<file path="src/lcdc_pkg.sv">
// Purpose : Shared constants for the display driver clock and port configuration block
// Assumes : 250 MHz system clock, Wishbone register access, synchronous pin inputs
// Notes   : Config word layout is shared by the bus register and the serial shadow
package lcdc_pkg;

    // ------------------------------------------------------------
    // Clocking
    // ------------------------------------------------------------
    localparam int unsigned SYS_CLK_HZ   = 250_000_000;
    localparam int unsigned INT_OSC_HZ   = 300_000;           // Nominal internal oscillator rate
    localparam int unsigned INT_OSC_DIV  = SYS_CLK_HZ / INT_OSC_HZ;
    localparam int unsigned DIV_W        = 13;                // Holds 6144

    // ------------------------------------------------------------
    // Register map (byte addresses)
    // ------------------------------------------------------------
    localparam logic [3:0]  ADDR_CTRL    = 4'h0;
    localparam logic [3:0]  ADDR_STATUS  = 4'h4;
    localparam logic [3:0]  ADDR_SHADOW  = 4'h8;
    localparam logic [15:0] CTRL_RESET   = 16'h0000;

    // ------------------------------------------------------------
    // Config word fields
    // ------------------------------------------------------------
    localparam int unsigned CFG_W        = 16;
    localparam int unsigned F_CLK_SRC    = 0;
    localparam int unsigned F_EXT_RATE   = 1;
    localparam int unsigned F_PWM_LSB    = 2;                 // pwm_frame_sel_b0 is bit 2
    localparam int unsigned F_DISP_LSB   = 6;                 // disp_frame_sel_b0 is bit 6
    localparam int unsigned F_PMAP_LSB   = 10;                // {pin_map_b0,b1,b2} at 12:10
    localparam int unsigned F_P4F_LSB    = 13;
    localparam int unsigned F_D10        = 15;

    // ------------------------------------------------------------
    // Divisors
    // ------------------------------------------------------------
    localparam logic [DIV_W-1:0] PWM_DIV_BASE  = 13'd1536;
    localparam logic [DIV_W-1:0] PWM_DIV_STEP  = 13'd128;
    localparam logic [DIV_W-1:0] PWM_DIV_FIXED = 13'd896;
    localparam logic [3:0]       PWM_CODE_MAX  = 4'd10;
    localparam int unsigned      DISP_300K_MUL = 8;
    localparam logic [DIV_W-1:0] DISP_38K_DIV [16] = '{
        13'd768, 13'd672, 13'd576, 13'd480, 13'd432, 13'd384, 13'd336, 13'd288,
        13'd264, 13'd240, 13'd216, 13'd192, 13'd168, 13'd144, 13'd120, 13'd96};

    // Base clock modes
    typedef enum logic [1:0] {
        LCDC_CLK_INT,
        LCDC_CLK_EXT300,
        LCDC_CLK_EXT38
    } lcdc_clk_mode_type;

endpackage

</file>
<file path="src/lcdc_clk_port_cfg.sv">
// Purpose : Base clock select, frame dividers, shared pin mapping and serial config gating
// Assumes : Serial and external clock pins are synchronous to sys_clk
// Notes   : Notes on behaviour below
//
// Notes on behaviour
// 300 kHz mode: pulse-width frame divisor is 1536 minus 128 times code, codes 0-10.
// 300 kHz mode: pulse-width frame codes 11-15 use divisor 896.
// Source bit 0 picks internal oscillator; else rate bit picks 300 kHz or 38 kHz.
// 38 kHz mode has no pulse-width function; ports give static levels only.
// 38 kHz mode: display frame divisor from MSB-first code, 768 down to 96.
// Three-bit pin map assigns four shared pins as segment or port outputs.
// Controller writes zero to unused function, duty and frame select bits.
// Fourth port with both function bits zero is a plain output.
// Plain fourth port output mirrors display data bit ten.
// 38 kHz mode: indicator ports are only fully on or off.
// Chip enable low: serial clock and data ignored, state unchanged.
// Controller shares clock and data but gives each device its own enable.
// Controller holds other devices' enables low during a transfer.
// Serial settings take effect only after a complete transfer ends.
//
// Decided for this implementation: the placing of the registers and the Wishbone register port.
`timescale 1ns/10ps
`default_nettype none
module lcdc_clk_port_cfg
    import lcdc_pkg::*;
#(
    parameter int unsigned OSC_DIV = INT_OSC_DIV
) (
    // Clock and reset
    input  wire logic        sys_clk,
    input  wire logic        rstn,
    // Wishbone slave
    input  wire logic        wb_cyc_i,
    input  wire logic        wb_stb_i,
    input  wire logic        wb_we_i,
    input  wire logic [3:0]  wb_adr_i,
    input  wire logic [3:0]  wb_sel_i,
    input  wire logic [31:0] wb_dat_i,
    output logic [31:0]      wb_dat_o,
    output logic             wb_ack_o,
    // Serial control link
    input  wire logic        serial_clk_in,
    input  wire logic        serial_data_in,
    input  wire logic        chip_select_a,
    // External base clock
    input  wire logic        ext_clk_in,
    // Frame and port outputs
    output logic             disp_frame_freq,
    output logic             pwm_frame_freq,
    output logic             pwm_enable,
    output logic [3:0]       pin_port_mask,
    output logic             port4_out
);

    // ------------------------------------------------------------
    // Reset release
    // ------------------------------------------------------------
    logic rst_s1_r;
    logic rst_n_r;

    // Two-stage release keeps deassertion clean
    always_ff @(posedge sys_clk or negedge rstn) begin
        if (!rstn) begin
            rst_s1_r <= 1'b0;
            rst_n_r  <= 1'b0;
        end else begin
            rst_s1_r <= 1'b1;
            rst_n_r  <= rst_s1_r;
        end
    end

    // ------------------------------------------------------------
    // Serial link shadow
    // ------------------------------------------------------------
    logic [CFG_W-1:0] shadow_r;
    logic [4:0]       bit_cnt_r;
    logic             sclk_d_r;
    logic             cs_d_r;
    logic             serial_commit;

    // Edge detect on the serial clock; no update with enable low
    always_ff @(posedge sys_clk or negedge rst_n_r) begin
        if (!rst_n_r) begin
            sclk_d_r <= 1'b0;
            cs_d_r   <= 1'b0;
        end else begin
            sclk_d_r <= serial_clk_in;
            cs_d_r   <= chip_select_a;
        end
    end

    // Shift MSB first while selected; count bits for completeness
    always_ff @(posedge sys_clk or negedge rst_n_r) begin
        if (!rst_n_r) begin
            shadow_r  <= '0;
            bit_cnt_r <= '0;
        end else if (chip_select_a && !cs_d_r) begin
            bit_cnt_r <= '0;                              // New transfer starts
        end else if (chip_select_a && serial_clk_in && !sclk_d_r) begin
            shadow_r  <= {shadow_r[CFG_W-2:0], serial_data_in};
            if (bit_cnt_r != 5'(CFG_W))
                bit_cnt_r <= bit_cnt_r + 5'd1;
        end
    end

    // Commit only when enable falls after a full word; short frames are dropped
    assign serial_commit = cs_d_r && !chip_select_a && (bit_cnt_r == 5'(CFG_W));

    // ------------------------------------------------------------
    // Control register and Wishbone slave
    // ------------------------------------------------------------
    logic [CFG_W-1:0]  ctrl_r;
    logic              wb_req;
    logic              wb_wr;
    lcdc_clk_mode_type clk_mode;

    // Write lands at the edge where ack is seen high, so a master that holds until ack writes once
    assign wb_req = wb_cyc_i && wb_stb_i && !wb_ack_o;
    assign wb_wr  = wb_cyc_i && wb_stb_i && wb_ack_o && wb_we_i && (wb_adr_i == ADDR_CTRL);

    // Active config; serial commit wins over a bus write in the same cycle
    always_ff @(posedge sys_clk or negedge rst_n_r) begin
        if (!rst_n_r) begin
            ctrl_r <= CTRL_RESET;
        end else if (serial_commit) begin
            ctrl_r <= shadow_r;
        end else if (wb_wr) begin
            if (wb_sel_i[0])
                ctrl_r[7:0]  <= wb_dat_i[7:0];
            if (wb_sel_i[1])
                ctrl_r[15:8] <= wb_dat_i[15:8];
        end
    end

    // Ack one cycle after request; unmapped addresses read zero
    always_ff @(posedge sys_clk or negedge rst_n_r) begin
        if (!rst_n_r) begin
            wb_ack_o <= 1'b0;
            wb_dat_o <= '0;
        end else begin
            wb_ack_o <= wb_req;
            if (wb_req) begin
                unique case (wb_adr_i)
                    ADDR_CTRL:   wb_dat_o <= {16'h0000, ctrl_r};
                    ADDR_STATUS: wb_dat_o <= {22'h000000, clk_mode, 1'b0, pwm_frame_freq,
                                              disp_frame_freq, pwm_enable, pin_port_mask};
                    ADDR_SHADOW: wb_dat_o <= {11'h000, bit_cnt_r, shadow_r};
                    default:     wb_dat_o <= '0;
                endcase
            end
        end
    end

    // ------------------------------------------------------------
    // Field decode
    // ------------------------------------------------------------
    logic       clock_source_sel;
    logic       ext_rate_sel;
    logic [3:0] pwm_frame_code;
    logic [3:0] disp_frame_code;
    logic [2:0] pin_map_code;
    logic [1:0] port4_func;
    logic       disp_data_bit10;

    assign clock_source_sel = ctrl_r[F_CLK_SRC];
    assign ext_rate_sel     = ctrl_r[F_EXT_RATE];
    assign pwm_frame_code   = ctrl_r[F_PWM_LSB +: 4];    // b0 is least significant
    assign disp_frame_code  = ctrl_r[F_DISP_LSB +: 4];   // b3 is most significant
    assign pin_map_code     = ctrl_r[F_PMAP_LSB +: 3];   // b0 is most significant
    assign port4_func       = ctrl_r[F_P4F_LSB +: 2];
    assign disp_data_bit10  = ctrl_r[F_D10];

    // ------------------------------------------------------------
    // Base clock selection
    // ------------------------------------------------------------
    logic [9:0]        osc_cnt_r;
    logic              osc_tick_r;
    logic              ext_d_r;
    logic              base_tick;

    // Rate bit is don't-care on the internal oscillator
    always_comb begin
        if (!clock_source_sel)
            clk_mode = LCDC_CLK_INT;
        else if (!ext_rate_sel)
            clk_mode = LCDC_CLK_EXT300;
        else
            clk_mode = LCDC_CLK_EXT38;
    end

    // Internal oscillator stand-in from the system clock
    always_ff @(posedge sys_clk or negedge rst_n_r) begin
        if (!rst_n_r) begin
            osc_cnt_r  <= '0;
            osc_tick_r <= 1'b0;
        end else if (osc_cnt_r == 10'(OSC_DIV - 1)) begin
            osc_cnt_r  <= '0;
            osc_tick_r <= 1'b1;
        end else begin
            osc_cnt_r  <= osc_cnt_r + 10'd1;
            osc_tick_r <= 1'b0;
        end
    end

    // Rising edges of the external clock
    always_ff @(posedge sys_clk or negedge rst_n_r) begin
        if (!rst_n_r)
            ext_d_r <= 1'b0;
        else
            ext_d_r <= ext_clk_in;
    end

    assign base_tick = (clk_mode == LCDC_CLK_INT) ? osc_tick_r : (ext_clk_in && !ext_d_r);

    // ------------------------------------------------------------
    // Divisor selection
    // ------------------------------------------------------------
    logic [DIV_W-1:0] disp_div;
    logic [DIV_W-1:0] pwm_div;

    // Fast modes share the 300 kHz display table, eight times the 38 kHz one
    always_comb begin
        if (clk_mode == LCDC_CLK_EXT38)
            disp_div = DISP_38K_DIV[disp_frame_code];
        else
            disp_div = DIV_W'(DISP_38K_DIV[disp_frame_code] * DISP_300K_MUL);
    end

    // Linear steps up to code 10, fixed above
    always_comb begin
        if (pwm_frame_code <= PWM_CODE_MAX)
            pwm_div = PWM_DIV_BASE - DIV_W'(PWM_DIV_STEP * pwm_frame_code);
        else
            pwm_div = PWM_DIV_FIXED;
    end

    // No pulse-width engine on the slow external clock
    assign pwm_enable = (clk_mode != LCDC_CLK_EXT38);

    // ------------------------------------------------------------
    // Frame dividers
    // ------------------------------------------------------------
    lcdc_frame_div #(
        .W           (DIV_W)
    ) u_disp_div (
        .clk         (sys_clk),
        .rst_n       (rst_n_r),
        .en          (1'b1),
        .tick        (base_tick),
        .divisor     (disp_div),
        .frame_pulse (),
        .frame_tgl   (disp_frame_freq)
    );

    lcdc_frame_div #(
        .W           (DIV_W)
    ) u_pwm_div (
        .clk         (sys_clk),
        .rst_n       (rst_n_r),
        .en          (pwm_enable),
        .tick        (base_tick),
        .divisor     (pwm_div),
        .frame_pulse (),
        .frame_tgl   (pwm_frame_freq)
    );

    // ------------------------------------------------------------
    // Shared pin mapping
    // ------------------------------------------------------------
    logic [3:0] port_mask_nxt;

    // Codes 101 to 111 fall back to all segments
    always_comb begin
        unique case (pin_map_code)
            3'b001:  port_mask_nxt = 4'b0001;
            3'b010:  port_mask_nxt = 4'b0011;
            3'b011:  port_mask_nxt = 4'b0111;
            3'b100:  port_mask_nxt = 4'b1111;
            default: port_mask_nxt = 4'b0000;
        endcase
    end

    // Registered so the pins change in one step
    always_ff @(posedge sys_clk or negedge rst_n_r) begin
        if (!rst_n_r)
            pin_port_mask <= 4'b0000;
        else
            pin_port_mask <= port_mask_nxt;
    end

    // Fourth port: plain level or pulse-width frame; static in slow mode
    always_ff @(posedge sys_clk or negedge rst_n_r) begin
        if (!rst_n_r)
            port4_out <= 1'b0;
        else if (!port_mask_nxt[3])
            port4_out <= 1'b0;
        else if (port4_func == 2'b00 || !pwm_enable)
            port4_out <= disp_data_bit10;
        else
            port4_out <= pwm_frame_freq;
    end

endmodule
`default_nettype wire

</file>
<file path="src/lcdc_frame_div.sv">
// Purpose : Tick-driven frame divider producing a frame pulse and a square wave
// Assumes : tick is a one-cycle pulse from the selected base clock
// Notes   : A divisor change takes effect at the next tick (wrapping at once if the count is already past it) or on disable
`timescale 1ns/10ps
`default_nettype none
module lcdc_frame_div
    import lcdc_pkg::*;
#(
    parameter int unsigned W = DIV_W
) (
    // Clock and reset
    input  wire logic         clk,
    input  wire logic         rst_n,
    // Control
    input  wire logic         en,
    input  wire logic         tick,
    input  wire logic [W-1:0] divisor,
    // Frame outputs
    output logic              frame_pulse,
    output logic              frame_tgl
);

    logic [W-1:0] cnt_r;

    // Count base ticks; wrap at divisor-1
    always_ff @(posedge clk or negedge rst_n) begin
        if (!rst_n) begin
            cnt_r       <= '0;
            frame_pulse <= 1'b0;
            frame_tgl   <= 1'b0;
        end else if (!en) begin
            cnt_r       <= '0;
            frame_pulse <= 1'b0;
            frame_tgl   <= 1'b0;            // Static level while disabled
        end else if (tick) begin
            if (cnt_r >= divisor - W'(1)) begin
                cnt_r       <= '0;
                frame_pulse <= 1'b1;
                frame_tgl   <= ~frame_tgl;
            end else begin
                cnt_r       <= cnt_r + W'(1);
                frame_pulse <= 1'b0;
            end
        end else begin
            frame_pulse <= 1'b0;
        end
    end

endmodule
`default_nettype wire

</file>
<file path="config.mk">
export PLATFORM = sky130hd
export DESIGN_NAME = lcdc_clk_port_cfg
export DESIGN_NICKNAME = d
export VERILOG_FILES = /design/src/lcdc_pkg.sv /design/src/lcdc_clk_port_cfg.sv /design/src/lcdc_frame_div.sv
export SDC_FILE = /design/constraint.sdc
export NUM_CORES = 1
export LEC_CHECK = 0
export BUFFER_PORTS_ARGS = -buffer_cell sky130_fd_sc_hd__buf_2
export CELL_PAD_IN_SITES_DETAIL_PLACEMENT = 1
export CELL_PAD_IN_SITES_GLOBAL_PLACEMENT = 1
export CORE_MARGIN = 5
export CORE_UTILIZATION = 41
export CTS_CLUSTER_DIAMETER = 150
export DETAILED_ROUTE_END_ITERATION = 7
export GPL_TIMING_DRIVEN = 1
export PLACE_DENSITY = 0.73
export SLEW_MARGIN = 20
export SYNTH_ARGS = -nofsm -noshare
export SYNTH_HDL_FRONTEND = slang
export SYNTH_HIERARCHICAL = 1
export SYNTH_SLANG_ARGS = --single-unit
</file>
<file path="constraint.sdc">
create_clock -name sys_clk -period 3.1 [get_ports sys_clk]
set_input_delay 0.62 -clock sys_clk [delete_from_list [all_inputs] [get_ports sys_clk]]
set_output_delay 0.62 -clock sys_clk [all_outputs]
set_load 0.02 [all_outputs]
</file>
==> key figures <==
Outcome
  – Status: finished, violations left
  – Failing checks: negative setup slack

Placement
  – Placed inst area: 7700 sq um
  – RD Place Congestion: 0.864
  – DP HPWL: 13.6 mm
  – Port Buffers: 60

Job
  – Max-cap viol count: 0

STA
  – Hold Fails Final Rpt: 0
  – Setup WS post-layout: -844 ps
  – Setup violators final: 28
  – Measured slew at the worst slew-check pin: 780 ps
  – Tcrit/Tclk final: 1.27
  – Slew Viols, Final: 0
  – RSZ-0062 raised after global routing: true
  – Slew margin rel.: 0.480
  – Setup Skew: 9.41 ps
  – Min Tclk post-route: 3940 ps
  – Max Freq: 0.254 GHz

Setup path
  – Slowest CP cell: or4_4
  – Crit path required time: 3370 ps
  – Peak per-stage delay on the critical path: 470 ps
  – Reg2Reg Depth: 17
  – CP max FO: 6
  – Worst Setup End Kind: register
  – Critical Path AT: 4210 ps
  – Worst-path cell chain: inv_2 -> ha_4 -> o21ai_4 -> nor2_4 -> or4_4 -> or3_4 -> or3_4 -> nor2_4 -> xnor2_2 -> ha_1 -> and4_1 -> nor3b_4 -> buf_4 -> a22oi_2 -> nand4_1 -> buf_6 -> o311ai_4
  – Crit start category: register
  – Critical path class: reg -> reg

Route
  – Wire per inst: 19.0 um
  – Routed via count: 5954
  – DR pass1 iterations: 5
  – DRT iter0 DRCs: 297
  – Antenna Nets Post-Route: 0
  – # DRC: 0
  – DRT Wirelength: 20.3 mm
  – Via density: 5.56

Die
  – Core ar.: 15800 sq um
  – Io pins: 90
  – Rows: 46
  – Die ar.: 18600 sq um
  – Die Wd: 136 um
  – Starting Density: 0.415
  – Die height: 136 um

Cells and area
  – Share of layout cells above drive strength 1: 0.304
  – Final #Nets: 939
  – Layout area overhead: 32.6%
  – Area of the multi-input gates: 4210 sq um
  – Finished Cell Area: 8670 sq um
  – Utilization after layout: 0.550
  – Reg area: 2710 sq um
  – Ant. Diodes: 0
  – Filler instances: 1823

Power
  – Total power: 3.29 mW
  – Maximum vdd drop: 0.000265 V
  – Cell Pwr Density: 379 nW/um^2
  – Leakage: 4.03 nW

Global routing
  – GRT met3 Usage: 0.0318
  – Largest net degree at the start of global routing: 56
  – M1 GR Usage: 0.269
  – Vias in the first global route: 6566
  – Total GRT Usage: 0.226
  – GRT busiest layer: met2
  – GR Overflow Total: 0
  – Initial antenna violation count: 1
  – First-pass GRT wire length: 33.2 mm
  – GR met2 Demand/Resource: 0.408

CTS
  – Clock sink count: 108
  – Root Buffer: clkbuf_16
  – Worst skew pair latency: 360 ps
  – TritonCTS buffer count: 9
  – CTS max path bufs: 2
  – Clk pin slew, worst setup/hold paths: 80 ps
  – CTS tree: yes
  – H-tree levels: 3

Min path
  – Hold Path Class: in -> async

Synthesis
  – Cell count after synthesis: 670
  – Mapped cell area: 6540 sq um
  – Ys Warns: 6
  – Mean Syn Cell Area: 9.76 sq um
## power by group
group          total [mW]  leakage, nW  switching (mW)  internal (mW)
Sequential           1.56         1.45          0.0893           1.47
Combinational       0.514         2.43           0.277          0.237
Clock                1.21        0.150           0.618          0.596
Total                3.29         4.03           0.984           2.30
## metrics by stage
step / cells / hold WS (ps) / worst slack [ps] / TNS [ps]
floorplan: 723 / 324 / -417 / -5320
global placement: 1028 / 338 / -718 / -9700
detailed placement: 1028 / 336 / -1020 / -14060
CTS: 1061 / 16.6 / -730 / -11130
global route: 1070 / 17.2 / -1010 / -18480
finish: 1070 / 23.6 / -844 / -13330
## placed cells by master (no fill, tap or decap), types with 22 or more instances in the layout
master	instances
buf_2	60
buf_4	67
buf_6	22
conb_1	55
dfrtp_1	106
ha_1	38
inv_1	26
nand2_1	64
nand2b_1	22
nand4_1	29
nor2_1	37
o21ai_0	27
## worst max-delay path, delay by kind of cell, from the launching register on
family,cells,cell delay [ps]
and+or+nand+nor,8,1870
AOI/OAI and AO/OA,3,640
adders and majority gates,2,460
DFF,1,410
buffers and inverters,3,390
xor gates and xnor gates,1,70
## what timing repair did
item / in CTS / in global routing
resized for setup: 63 / 31
pin swaps: 36 / 21
hold buffers: 0 / 0
setup buffers: 15 / 11
cloned: 2 / 0
endpoints found under the setup margin: 28 / 28
## metal layers
metal	routed length [um]	up-vias
met5	7	-
met1	8340	2997
li1	-	2759
met4	650	2
met3	742	47
met2	10600	149
## cell type report
type / instances / area share
clock buffer: 10 / 0.0276
clock inverter: 6 / 0.00692
inverter: 31 / 0.0134
multi-input combinational: 549 / 0.485
sequential: 108 / 0.312
tap: 216 / 0.0312
timing repair buffer: 150 / 0.123
## flip-flops by register name, indices dropped and copies added (netlist names), 4 cells and up
name              cells
ctrl_r               16
wb_dat_o             21
bit_cnt_r             5
u_pwm_div/cnt_r      13
osc_cnt_r            10
u_disp_div/cnt_r     13
pin_port_mask         4
shadow_r             16
## worst paths after layout
| check | startpoint | endpoint | slack [ps] |
|---|---|---|---|
| setup / recovery | ctrl_r[7] | u_disp_div/cnt_r[7] | -840 |
| hold / removal | rstn | rst_n_r | 20 |
| setup reg to reg | ctrl_r[7] | u_disp_div/cnt_r[7] | -840 |
| hold reg to reg | rst_s1_r | rst_n_r | 360 |
| max in group asynchronous | rst_n_r | shadow_r[8] | 1940 |
| min in group sys_clk | rst_s1_r | rst_n_r | 360 |
(Power assumes the default switching activity.)
